`src/common/csg_params.svh`:
```
`ifndef CSG_PARAMS_SVH
`define CSG_PARAMS_SVH

// ==========================================================================
// Register map
`define CSG_ADDR_W        12
`define CSG_CTRL_ADDR     12'h000
`define CSG_STAT_ADDR     12'h004

// ==========================================================================
// Control register fields and reset value
`define CSG_CTRL_ALIGN    0
`define CSG_CTRL_RST      32'h0000_0001

// ==========================================================================
// Status register fields
`define CSG_STAT_RATIO_LO 0
`define CSG_STAT_DELAY_LO 4
`define CSG_STAT_MODE_LO  7
`define CSG_STAT_LOCKED   9
`define CSG_STAT_BADRAT   10
`define CSG_STAT_OSCBAD   11

// ==========================================================================
// Strap limits and reset values
`define CSG_RATIO_MIN     4'h3
`define CSG_RATIO_RST     4'h3
`define CSG_DELAY_RST     3'h0
`define CSG_SYNC_W        13

`endif

```
`src/common/csg_pkg.sv`:
```
package csg_pkg;

	// ======================================================================
	// Core clock mode strap encodings
	typedef enum logic [1:0] {
		CSG_MODE_HALF    = 2'b00,
		CSG_MODE_FULL    = 2'b01,
		CSG_MODE_QUARTER = 2'b10,
		CSG_MODE_HOLD    = 2'b11
	} csg_mode_t;

	// ======================================================================
	// Edge slip aligner states
	typedef enum logic [1:0] {
		CSG_AL_OFF   = 2'b00,
		CSG_AL_SEEK  = 2'b01,
		CSG_AL_TRACK = 2'b10
	} csg_align_t;

endpackage

```
`src/rtl/csg_apb.sv`:
```
`include "csg_params.svh"

// ==========================================================================
// APB slave with control and status words
module csg_apb
	import csg_pkg::*;
(
	input  wire logic                   mclk_in,
	input  wire logic                   rst_n_in,
	input  wire logic [`CSG_ADDR_W-1:0] paddr_in,
	input  wire logic                   psel_in,
	input  wire logic                   penable_in,
	input  wire logic                   pwrite_in,
	input  wire logic [31:0]            pwdata_in,
	input  wire logic [31:0]            status_in,
	output logic      [31:0]            ctrl_out,
	output logic      [31:0]            prdata_out,
	output logic                        pready_out,
	output logic                        pslverr_out
);

	logic mapped;
	logic setup;
	logic access;

	assign mapped = (paddr_in == `CSG_CTRL_ADDR) ||
		(paddr_in == `CSG_STAT_ADDR);
	assign setup  = psel_in && !penable_in;
	assign access = psel_in && penable_in;

	// Zero wait states; unmapped addresses answer with an error
	assign pready_out  = 1'b1;
	assign pslverr_out = access && !mapped;

	// Control word written in the access phase
	always_ff @(posedge mclk_in or negedge rst_n_in) begin
		if (!rst_n_in) begin
			ctrl_out <= `CSG_CTRL_RST;
		end else if (access && pwrite_in && paddr_in == `CSG_CTRL_ADDR) begin
			ctrl_out <= {31'h0000_0000, pwdata_in[`CSG_CTRL_ALIGN]};
		end
	end

	// Read data captured in the setup phase, held through access
	always_ff @(posedge mclk_in or negedge rst_n_in) begin
		if (!rst_n_in) begin
			prdata_out <= 32'h0000_0000;
		end else if (setup) begin
			if (paddr_in == `CSG_CTRL_ADDR) begin
				prdata_out <= ctrl_out;
			end else if (paddr_in == `CSG_STAT_ADDR) begin
				prdata_out <= status_in;
			end else begin
				prdata_out <= 32'h0000_0000;
			end
		end
	end

endmodule

```
`src/rtl/csg_sync.sv`:
```
// ==========================================================================
// Two flip-flop synchroniser for pin levels
module csg_sync
	import csg_pkg::*;
#(
	parameter int WIDTH = 1
) (
	input  wire logic             mclk_in,
	input  wire logic             rst_n_in,
	input  wire logic [WIDTH-1:0] d_in,
	output logic      [WIDTH-1:0] q_out
);

	logic [WIDTH-1:0] meta;

	// First stage feeds only the second stage
	always_ff @(posedge mclk_in or negedge rst_n_in) begin
		if (!rst_n_in) begin
			meta  <= '0;
			q_out <= '0;
		end else begin
			meta  <= d_in;
			q_out <= meta;
		end
	end

endmodule

```
`src/rtl/csg_top.sv`:
```
// The register addresses and the APB slave port are this design's own decisions.
`include "csg_params.svh"

// Function
// - Core clock derived from differential oscillator pair
// - Mode 00 divides oscillator by two
// - Mode 01 passes oscillator rate undivided
// - Mode 10 divides oscillator by four
// - Mode 11 holds generator initialised
// - System clock is core divided by strap ratio
// - Ratio is interrupt straps as binary; straps below 3 give ratio 3
// - System signals launch on system clock rise
// - System period equals ratio times core period
// - Second system clock is delayed copy
// - Core clock presented on own pin
// - Reference clock may steer system clocks
// - Delay 0 to 7 from three straps
// - Odd divisor keeps clock high longer
// - Edge meeting stalls generator one oscillator period
module csg_top
	import csg_pkg::*;
(
	input  wire logic                   mclk_in,
	input  wire logic                   rst_n_in,
	input  wire logic                   osc_clk_p_in,
	input  wire logic                   osc_clk_n_in,
	input  wire logic [1:0]             clk_mode_in,
	input  wire logic                   ref_clk_in,
	input  wire logic                   sys_reset_n_in,
	input  wire logic [3:0]             irq_in,
	input  wire logic                   mch_hlt_irq_in,
	input  wire logic                   pwr_fail_irq_in,
	input  wire logic                   sys_mch_chk_irq_in,
	input  wire logic [`CSG_ADDR_W-1:0] paddr_in,
	input  wire logic                   psel_in,
	input  wire logic                   penable_in,
	input  wire logic                   pwrite_in,
	input  wire logic [31:0]            pwdata_in,
	output logic      [31:0]            prdata_out,
	output logic                        pready_out,
	output logic                        pslverr_out,
	output logic                        core_clk_out,
	output logic                        system_clock_output_p_out,
	output logic                        system_clock_output_n_out,
	output logic                        delayed_system_clock_output_p_out,
	output logic                        delayed_system_clock_output_n_out
);

	// ======================================================================
	// Pin synchronisation
	logic [`CSG_SYNC_W-1:0] raw_pins;
	logic [`CSG_SYNC_W-1:0] sync_pins;
	logic                   pwrup_rst;
	logic                   ref_s;
	logic                   osc_p_s;
	logic                   osc_n_s;
	csg_mode_t              mode_s;
	logic [3:0]             irq_s;
	logic [2:0]             delay_strap;
	logic [2:0]             boot;

	assign raw_pins = {sys_reset_n_in, ref_clk_in, osc_clk_n_in,
		osc_clk_p_in, clk_mode_in, irq_in, sys_mch_chk_irq_in,
		pwr_fail_irq_in, mch_hlt_irq_in};

	csg_sync #(
		.WIDTH(`CSG_SYNC_W)
	) u_sync (
		.mclk_in  (mclk_in),
		.rst_n_in (rst_n_in),
		.d_in     (raw_pins),
		.q_out    (sync_pins)
	);

	// Pins count only once the synchroniser has flushed its reset value
	always_ff @(posedge mclk_in or negedge rst_n_in) begin
		if (!rst_n_in) begin
			boot <= 3'h0;
		end else begin
			boot <= {boot[1:0], 1'b1};
		end
	end

	assign pwrup_rst   = !sync_pins[12] || !boot[2];
	assign ref_s       = sync_pins[11];
	assign osc_n_s     = sync_pins[10];
	assign osc_p_s     = sync_pins[9];
	assign mode_s      = csg_mode_t'(sync_pins[8:7]);
	assign irq_s       = sync_pins[6:3];
	assign delay_strap = sync_pins[2:0]; // Machine check is msb

	// ======================================================================
	// Register bus
	logic [31:0] ctrl;
	logic [31:0] status;
	logic        align_en;
	logic        locked;
	logic        ratio_bad;
	logic [3:0]  ratio;
	logic [2:0]  delay;

	assign align_en = ctrl[`CSG_CTRL_ALIGN];
	assign status   = {20'h00000, !(osc_p_s ^ osc_n_s), ratio_bad, locked,
		mode_s, delay, ratio};

	csg_apb u_apb (
		.mclk_in     (mclk_in),
		.rst_n_in    (rst_n_in),
		.paddr_in    (paddr_in),
		.psel_in     (psel_in),
		.penable_in  (penable_in),
		.pwrite_in   (pwrite_in),
		.pwdata_in   (pwdata_in),
		.status_in   (status),
		.ctrl_out    (ctrl),
		.prdata_out  (prdata_out),
		.pready_out  (pready_out),
		.pslverr_out (pslverr_out)
	);

	// ======================================================================
	// Strap capture
	// Ratio and delay follow the straps only while power-up reset is asserted
	always_ff @(posedge mclk_in or negedge rst_n_in) begin
		if (!rst_n_in) begin
			ratio     <= `CSG_RATIO_RST;
			delay     <= `CSG_DELAY_RST;
			ratio_bad <= 1'b0;
		end else if (pwrup_rst) begin
			delay <= delay_strap;
			if (irq_s < `CSG_RATIO_MIN) begin
				ratio     <= `CSG_RATIO_MIN;
				ratio_bad <= 1'b1;
			end else begin
				ratio     <= irq_s;
				ratio_bad <= 1'b0;
			end
		end
	end

	// ======================================================================
	// Oscillator edge detection
	logic osc_q;
	logic osc_rise;
	logic osc_fall;
	logic stall_pend;
	logic advance;

	always_ff @(posedge mclk_in or negedge rst_n_in) begin
		if (!rst_n_in) begin
			osc_q <= 1'b0;
		end else begin
			osc_q <= osc_p_s;
		end
	end

	// Only a true differential level counts as a rising edge; falls are not checked
	assign osc_rise = osc_p_s && !osc_q && (osc_p_s ^ osc_n_s);
	assign osc_fall = !osc_p_s && osc_q;
	assign advance  = osc_rise && !stall_pend;

	// ======================================================================
	// Core clock divider
	logic [1:0] div_cnt;
	logic       core_clk;
	logic       next_core;
	logic       core_tick;

	always_comb begin
		next_core = core_clk;
		case (mode_s)
			CSG_MODE_HALF: begin
				if (advance) next_core = !core_clk;
			end
			CSG_MODE_FULL: begin
				if (advance) begin
					next_core = 1'b1;
				end else if (osc_fall) begin
					next_core = 1'b0;
				end
			end
			CSG_MODE_QUARTER: begin
				if (advance && div_cnt[0]) next_core = !core_clk;
			end
			CSG_MODE_HOLD: begin
				next_core = 1'b0;
			end
			default: begin
				next_core = 1'b0;
			end
		endcase
	end

	assign core_tick = next_core && !core_clk;

	// Divider phase counter, cleared while held
	always_ff @(posedge mclk_in or negedge rst_n_in) begin
		if (!rst_n_in) begin
			div_cnt <= 2'h0;
		end else if (mode_s == CSG_MODE_HOLD) begin
			div_cnt <= 2'h0;
		end else if (advance) begin
			div_cnt <= div_cnt + 2'h1;
		end
	end

	// Core clock level and its output pin
	always_ff @(posedge mclk_in or negedge rst_n_in) begin
		if (!rst_n_in) begin
			core_clk     <= 1'b0;
			core_clk_out <= 1'b0;
		end else begin
			core_clk     <= next_core;
			core_clk_out <= next_core;
		end
	end

	// ======================================================================
	// System clock divider
	logic       run;
	logic [3:0] sys_cnt;
	logic [3:0] next_sys_cnt;
	logic       sys_last;
	logic       sys_rise;
	logic [4:0] hi_sum;
	logic [3:0] hi_len;
	logic       next_sys;

	assign run      = (mode_s != CSG_MODE_HOLD) && !pwrup_rst;
	assign sys_last = sys_cnt >= (ratio - 4'h1);
	assign next_sys_cnt = sys_last ? 4'h0 : sys_cnt + 4'h1;
	// Odd ratios stay high for the extra core cycle
	assign hi_sum   = {1'b0, ratio} + 5'h01;
	assign hi_len   = hi_sum[4:1];
	assign next_sys = next_sys_cnt < hi_len;
	// System interface edge: the only launch and capture point
	assign sys_rise = run && core_tick && sys_last;

	always_ff @(posedge mclk_in or negedge rst_n_in) begin
		if (!rst_n_in) begin
			sys_cnt <= 4'h0;
		end else if (!run) begin
			sys_cnt <= ratio - 4'h1;
		end else if (core_tick) begin
			sys_cnt <= next_sys_cnt;
		end
	end

	// Differential system clock pair
	always_ff @(posedge mclk_in or negedge rst_n_in) begin
		if (!rst_n_in) begin
			system_clock_output_p_out <= 1'b0;
			system_clock_output_n_out <= 1'b1;
		end else if (!run) begin
			system_clock_output_p_out <= 1'b0;
			system_clock_output_n_out <= 1'b1;
		end else if (core_tick) begin
			system_clock_output_p_out <= next_sys;
			system_clock_output_n_out <= !next_sys;
		end
	end

	// ======================================================================
	// Delayed system clock
	logic [6:0] hist;
	logic [7:0] taps;

	assign taps = {hist, next_sys};

	// History of system clock levels, one entry per core period
	always_ff @(posedge mclk_in or negedge rst_n_in) begin
		if (!rst_n_in) begin
			hist <= 7'h00;
		end else if (!run) begin
			hist <= 7'h00;
		end else if (core_tick) begin
			hist <= {hist[5:0], next_sys};
		end
	end

	always_ff @(posedge mclk_in or negedge rst_n_in) begin
		if (!rst_n_in) begin
			delayed_system_clock_output_p_out <= 1'b0;
			delayed_system_clock_output_n_out <= 1'b1;
		end else if (!run) begin
			delayed_system_clock_output_p_out <= 1'b0;
			delayed_system_clock_output_n_out <= 1'b1;
		end else if (core_tick) begin
			delayed_system_clock_output_p_out <= taps[delay];
			delayed_system_clock_output_n_out <= !taps[delay];
		end
	end

	// ======================================================================
	// Edge slip aligner
	csg_align_t al_state;
	logic       slip_req;

	// A low reference at a system rise means the edges have met
	assign slip_req = sys_rise && align_en && !ref_s;

	always_ff @(posedge mclk_in or negedge rst_n_in) begin
		if (!rst_n_in) begin
			al_state <= CSG_AL_OFF;
			locked   <= 1'b0;
		end else if (!align_en || !run) begin
			al_state <= CSG_AL_OFF;
			locked   <= 1'b0;
		end else if (sys_rise) begin
			case (al_state)
				CSG_AL_OFF: begin
					al_state <= ref_s ? CSG_AL_SEEK : CSG_AL_TRACK;
				end
				CSG_AL_SEEK: begin
					if (!ref_s) begin
						al_state <= CSG_AL_TRACK;
						locked   <= 1'b1;
					end
				end
				CSG_AL_TRACK: begin
					if (ref_s) locked <= 1'b1;
				end
				default: begin
					al_state <= CSG_AL_OFF;
				end
			endcase
		end
	end

	// Stall swallows one oscillator edge; a new request wins
	always_ff @(posedge mclk_in or negedge rst_n_in) begin
		if (!rst_n_in) begin
			stall_pend <= 1'b0;
		end else if (slip_req) begin
			stall_pend <= 1'b1;
		end else if (osc_rise) begin
			stall_pend <= 1'b0;
		end
	end

	// ======================================================================
	// Assertion helpers
	csg_mode_t  mode_q;
	logic       steady;
	logic [2:0] adv_cnt;
	logic [3:0] tick_cnt;
	logic       seen;

	always_ff @(posedge mclk_in or negedge rst_n_in) begin
		if (!rst_n_in) begin
			mode_q  <= CSG_MODE_HOLD;
			steady  <= 1'b0;
			adv_cnt <= 3'h0;
		end else begin
			mode_q <= mode_s;
			if (mode_s != mode_q) begin
				steady  <= 1'b0;
				adv_cnt <= 3'h0;
			end else if (core_tick) begin
				steady  <= 1'b1;
				adv_cnt <= 3'h0;
			end else if (advance && adv_cnt != 3'h7) begin
				adv_cnt <= adv_cnt + 3'h1;
			end
		end
	end

	always_ff @(posedge mclk_in or negedge rst_n_in) begin
		if (!rst_n_in) begin
			tick_cnt <= 4'h0;
			seen     <= 1'b0;
		end else if (!run) begin
			tick_cnt <= 4'h0;
			seen     <= 1'b0;
		end else if (sys_rise) begin
			tick_cnt <= 4'h0;
			seen     <= 1'b1;
		end else if (core_tick && tick_cnt != 4'hF) begin
			tick_cnt <= tick_cnt + 4'h1;
		end
	end
endmodule

```
`config.mk`:
```
export PLATFORM = sky130hd
export DESIGN_NAME = csg_top
export DESIGN_NICKNAME = d
export VERILOG_FILES = /design/src/common/csg_pkg.sv /design/src/rtl/csg_apb.sv /design/src/rtl/csg_sync.sv /design/src/rtl/csg_top.sv
export VERILOG_INCLUDE_DIRS = /design/src /design/src/common
export SDC_FILE = /design/constraint.sdc
export NUM_CORES = 1
export LEC_CHECK = 0
export BUFFER_PORTS_ARGS = -buffer_cell sky130_fd_sc_hd__buf_2
export CAP_MARGIN = 20
export CORE_MARGIN = 4
export CORE_UTILIZATION = 44
export DETAILED_ROUTE_END_ITERATION = 7
export PLACE_DENSITY_LB_ADDON = 0.12
export RECOVER_POWER = 50
export SLEW_MARGIN = 10
export SYNTH_ARGS = -nofsm -noshare
export SYNTH_HDL_FRONTEND = slang
export SYNTH_SLANG_ARGS = --single-unit
```
`constraint.sdc`:
```
create_clock -name mclk_in -period 5.9 [get_ports mclk_in]
set_input_delay 0.59 -clock mclk_in [delete_from_list [all_inputs] [get_ports mclk_in]]
set_output_delay 0.59 -clock mclk_in [all_outputs]
set_load 0.02 [all_outputs]
```
==> run_results.csv, run 1 <==
group,metric,value,unit
timing,skew,0.00741,ns
place,dp_cells,415,
run,cap_viol_max_count,1,
routing,ant_nets,0,
layout,final_nets,405,
grt,grt_first_pass_wirelength,10100,µm
yosys,yosys.cell_types.count,52,
clock_network,cts_made_buffers,9,
grt,overflow,0,
yosys,yosys-top-cells-count,"dfrtp_1, nand2_1, buf_4",
critical_path,arrival,3.92,ns
timing,clock.fmax,273,MHz
routing,drt-total-wl,5980,µm
routing,firstDrtPassIters,4,
clock_network,cts_resized,0,
timing,tns,0,ns
grt,grt_max_degree,72,
layout,syn2layout_area_growth,15.1,%
yosys,async_reset_ff_share,100,%
outcome,status,"finished with violations",
die,die_width,92.5,µm
clock_network,post-cts-setup-buffers,0,
die,boundaryPins,101,
critical_path,start_kind,"register",
critical_path,end_kind,"register",
clock_network,insertion_delay,0.33,ns
yosys,ys_warn_count,0,
layout,layout.cells.non_filler,431,
power,total_power,1.10,mW
power,max-vdd-ir-drop,0.000166,V
die,start_util,45.7,%
layout,fin_util,52.7,%
grt,antenna_found_initial,0,
routing,via_per_inst,4.90,
clock_network,cts_max_path_buffers,2,
die,num_rows,30,
timing,worst_pin_slew,3.59,ns
timing,period_minus_slack,3.66,ns
yosys,synth_edf_count,0,
power,powerDensity,303,nW/µm²
layout,antenna_cells,0,
clock_network,cts_tree,"built",
timing,final-hold-violation-count,0,
routing,route.detailed.drc,0,
yosys,synth_top_area_share,52.6,%
timing,slew_viol_final,72,
yosys,avgSynthCellArea,11.3,µm²
yosys,synth.most_common_cell,"dfrtp_1",
timing,hold_slack,0.349,ns
die,core_area,6870,µm²
critical_path,cp.required,6.16,ns
yosys,syn_area,3140,µm²
hold_path,hp-class,"reg2reg",
critical_path,path_class,"reg2reg",
die,die_h,92.5,µm
routing,drtIter0Drc,138,
routing,via_count,2112,
clock_network,cts.sinks,71,
yosys,synth_seq_cells,71,
timing,slew_headroom,-140,%
timing,period_share,62.0,%
grt,grtUsageTotal,15.0,%
critical_path,cp_max_fo,5,
place,gp_congestion,0.728,
place,dp_hpwl,4220,µm
clock_network,cts_root_buffer,"clkbuf_8",
yosys,ys.flop_type,"dfrtp_1",
yosys,syn_inst,277,
power,p_leak,1.77,nW
place,io_buffers,48,
layout,drive_gt1_share,23.0,%
clock_network,clk_pin_slew_worst_paths,0.07,ns
yosys,synth.area.top_cells,"dfrtp_1, ha_1, buf_4",
timing,rsz0062_at_grt,"false",
yosys,yosysTopAreaCell,"dfrtp_1",
clock_network,cts.htree.levels,3,
die,design.die.area,8560,µm²
timing,setup-violations-final,0,
clock_network,cts_hold_buf,0,
grt,grt_pass1_vias,2097,
outcome,violations,"max-capacitance violations, max-slew violations",
yosys,yosysSeqAreaShare,56.8,%
routing,wire_per_inst,13.9,µm
state kept, by name, indices dropped and copies added (netlist names), 2 cells and up:
name              count
al_state              2
boot                  3
delay                 3
hist                  7
ratio                 4
sys_cnt               4
u_apb.prdata_out     12
u_sync.meta          13
u_sync.q_out         13
report_power, final:
group / switching [mW] / internal (mW)
registers: 0.0202 / 0.509
clock network: 0.178 / 0.239
logic: 0.0907 / 0.0578
total: 0.289 / 0.806
routing by layer:
layer	up-vias	routed length, µm	global-route usage (%)
met2	47	2770	22.8
met5	-	0	0
met4	0	74	5.94
met1	1012	2870	21.0
li1	1044	-	-
met3	9	266	3.01
path summary, 6_finish.rpt:
| path | startpoint | end | slack (ns) | cells past startpoint |
|---|---|---|---|---|
| setup / recovery | ratio[0] | delayed_system_clock_output_n_out | 2.24 | 12 |
| hold / removal | boot[0] | boot[1] | 0.35 | 0 |
| setup reg to reg | ratio[0] | delayed_system_clock_output_n_out | 2.24 | 12 |
| hold reg to reg | boot[0] | boot[1] | 0.35 | 0 |
| max in group asynchronous | rst_n_in | u_sync.meta[3] | 2.30 | 2 |
| min in group asynchronous | rst_n_in | u_apb.prdata_out[9] | 1.59 | 2 |
stage by stage:
stage / setup WS [ns] / cell area, µm²
global route: 1.43 / 3620
global placement: 2.28 / 3410
CTS: 2.23 / 3620
detailed placement: 2.24 / 3410
finish: 2.24 / 3620
floorplan: 2.75 / 3220
final cells by class:
cell class	count	area (µm²)
clock buffer	11	131
clock inverter	5	81.3
fill	647	3250
inverter	9	33.8
multi-input combinational	189	1220
sequential	71	1780
tap	96	120
timing repair buffer	50	251
cell usage in the layout, fill, tap and decap left out, types with 3 or more instances in the layout:
cell type,count
conb_1,22
nand2b_1,3
o211a_1,3
o211ai_1,3
dfstp_2,5
nor3_1,4
nor2_1,11
nand2_1,36
a21oi_1,16
inv_1,9
xor2_1,3
dfrtp_1,66
ha_1,13
o21ai_0,6
clkbuf_1,3
a22o_1,11
a22oi_1,3
xnor2_1,4
clkbuf_8,9
buf_2,48
nand3_1,6
critical path: stages (launching register included):
cell	delay [ns]
dfstp_2	0.58
inv_1	0.11
ha_1	0.38
ha_1	0.22
or3b_2	0.48
a221oi_1	0.60
and2_1	0.26
ha_1	0.23
o211ai_1	0.21
nand3b_1	0.10
o211ai_1	0.12
o2111ai_1	0.17
o311a_1	0.14
cell families after synthesis:
family                     Yosys count  share of synthesized area [%]
other                                2                          0.239
muxes                                4                           1.71
and+or+nand+nor                     84                           13.5
adders and majority gates           13                           5.18
AOI/OAI and AO/OA                   59                           13.7
DFF                                 71                           56.8
xor gates and xnor gates             7                           1.95
buffers and inverters               37                           6.93
(Power assumes the default switching activity.)
==> inputs of run 2 (changes only) <==
==> constraint.sdc (replaced) <==
create_clock -name mclk_in -period 3.55 [get_ports mclk_in]
set_input_delay 0.355 -clock mclk_in [delete_from_list [all_inputs] [get_ports mclk_in]]
set_output_delay 0.355 -clock mclk_in [all_outputs]
set_load 0.02 [all_outputs]
==> run 2 against run 1 <==
- the flow now finishes without violations
- via count up 4.5%
- flip-flop and latch count unchanged
- global-route usage up 0.094 points
==> run_results.csv, run 2 (synthesis results as in run 1) <==
group,metric,value,unit
outcome,status,"completed",
timing,period_share,92.3,%
clock_network,cts_resized,0,
layout,finalInstanceArea,3630,µm²
layout,drive_gt1_share,24.0,%
timing,final-hold-violation-count,0,
clock_network,cts.htree.levels,3,
routing,via_count,2206,
place,dp_cells,418,
die,num_rows,30,
critical_path,path_class,"reg2reg",
layout,layout.cells.non_filler,434,
critical_path,path_buf_inv,1,
clock_network,clk_pin_slew_worst_paths,0.08,ns
grt,grt_pass1_vias,2098,
place,dp_hpwl,4330,µm
routing,via_per_inst,5.08,
clock_network,post-cts-setup-buffers,0,
clock_network,cts.sinks,71,
timing,skew,0.0108,ns
layout,final_nets,408,
timing,tns,0,ns
hold_path,worstHoldStart,"sys_mch_chk_irq_in",
grt,grt_first_pass_wirelength,10100,µm
critical_path,cp_max_fo,5,
clock_network,cts_made_buffers,9,
clock_network,cts_max_path_buffers,2,
place,gp_congestion,0.764,
critical_path,start_kind,"register",
layout,syn2layout_area_growth,15.6,%
layout,fill_cells,638,
die,die_h,92.5,µm
timing,slew_viol_final,0,
critical_path,crit_path_top_delay_cell,"dfstp_2",
routing,route.detailed.drc,0,
critical_path,end_kind,"register",
layout,seq_area,1780,µm²
die,die_width,92.5,µm
clock_network,cts_root_buffer,"clkbuf_8",
grt,antenna_found_initial,0,
run,cap_viol_max_count,0,
critical_path,cp_cell_sequence,"inv_1 > ha_1 > ha_1 > or3b_2 > a221oi_1 > and2_1 > ha_1 > o211ai_1 > nand3b_1 > o211ai_1 > o2111ai_1 > o311a_1",
timing,worst_pin_slew,1.46,ns
critical_path,arrival,3.55,ns
timing,clock.fmax,305,MHz
timing,period_minus_slack,3.28,ns
clock_network,cts_tree,"built",
die,design.die.area,8560,µm²
grt,grt_max_degree,45,
timing,fin_ws,0.273,ns
die,core_area,6870,µm²
critical_path,startpoint,"ratio[0]",
hold_path,hp-class,"in2reg",
power,p_leak,1.78,nW
layout,top_regs,"u_sync.meta x13, u_sync.q_out x13, u_apb.prdata_out x12",
power,powerDensity,496,nW/µm²
critical_path,cpMostUsedCell,"ha_1",
clock_network,cts_hold_buf,0,
place,io_buffers,48,
power,max-vdd-ir-drop,0.000433,V
routing,drt-total-wl,5980,µm
layout,multi_input_area,1220,µm²
place,place_area,3430,µm²
layout,final_common_cell,"dfrtp_1",
routing,wire_per_inst,13.8,µm
clock_network,insertion_delay,0.34,ns
critical_path,max_stage_delay,0.57,ns
die,boundaryPins,101,
die,start_util,45.7,%
routing,drtIter0Drc,148,
timing,slew_headroom,2.47,%
layout,final_cell_mix,"dfrtp_1, buf_2, nand2_1",
critical_path,cp.required,3.82,ns
grt,grtUsageTotal,15.0,%
routing,firstDrtPassIters,6,
layout,antenna_cells,0,
critical_path,critPathTopFamily,"compound AO/OA/AOI/OAI gates",
grt,overflow,0,
critical_path,r2r-start,"ratio[0]",
timing,setup-violations-final,0,
timing,rsz0062_at_grt,"false",
place,pre_cts_slack,0.264,ns
routing,ant_nets,0,
[run 2: area by class of cell]
| type | instances | area share, % |
|---|---|---|
| Sequential cell | 71 | 49.1 |
| Inverter | 9 | 0.930 |
| Timing Repair Buffer | 53 | 7.51 |
| Clock buffer | 10 | 3.79 |
| Tap cell | 96 | 3.31 |
| Clock inverter | 6 | 1.86 |
| Multi-Input combinational cell | 189 | 33.5 |
[run 2: path summary, 6_finish.rpt]
| kind | slack (ns) | to | cells past startpoint |
|---|---|---|---|
| setup / recovery | 0.27 | delayed_system_clock_output_n_out | 12 |
| min in group asynchronous | 0.35 | u_sync.q_out[11] | 1 |
| max in group asynchronous | 1.49 | boot[1] | 2 |
| setup reg to reg | 0.27 | delayed_system_clock_output_n_out | 12 |
| hold reg to reg | 0.35 | u_sync.q_out[8] | 0 |
| hold / removal | 0.11 | u_sync.meta[2] | 1 |
[run 2: routing by layer]
| layer | global-route usage (%) | wire (µm) |
|---|---|---|
| met5 | 0 | 0 |
| met4 | 5.32 | 75 |
| met3 | 4.14 | 323 |
| met2 | 23.5 | 2820 |
| met1 | 20.1 | 2760 |
[run 2: through the flow]
| step | total power [mW] | hold WS (ns) | util, % |
|---|---|---|---|
| 3_3_place_gp | 1.15 | 0.332 | 49.9 |
| 4_1_cts | 1.82 | 0.0343 | 52.9 |
| 3_5_place_dp | 1.16 | 0.335 | 49.9 |
| 6_report | 1.80 | 0.115 | 52.9 |
| 2_1_floorplan | 1.08 | 0.0594 | - |
| 5_1_grt | 1.90 | 0.0955 | 52.9 |
[run 2: power by group]
group | internal (mW) | switching [mW]
Clock | 0.347 | 0.314
Sequential | 0.846 | 0.0332
Combinational | 0.109 | 0.152
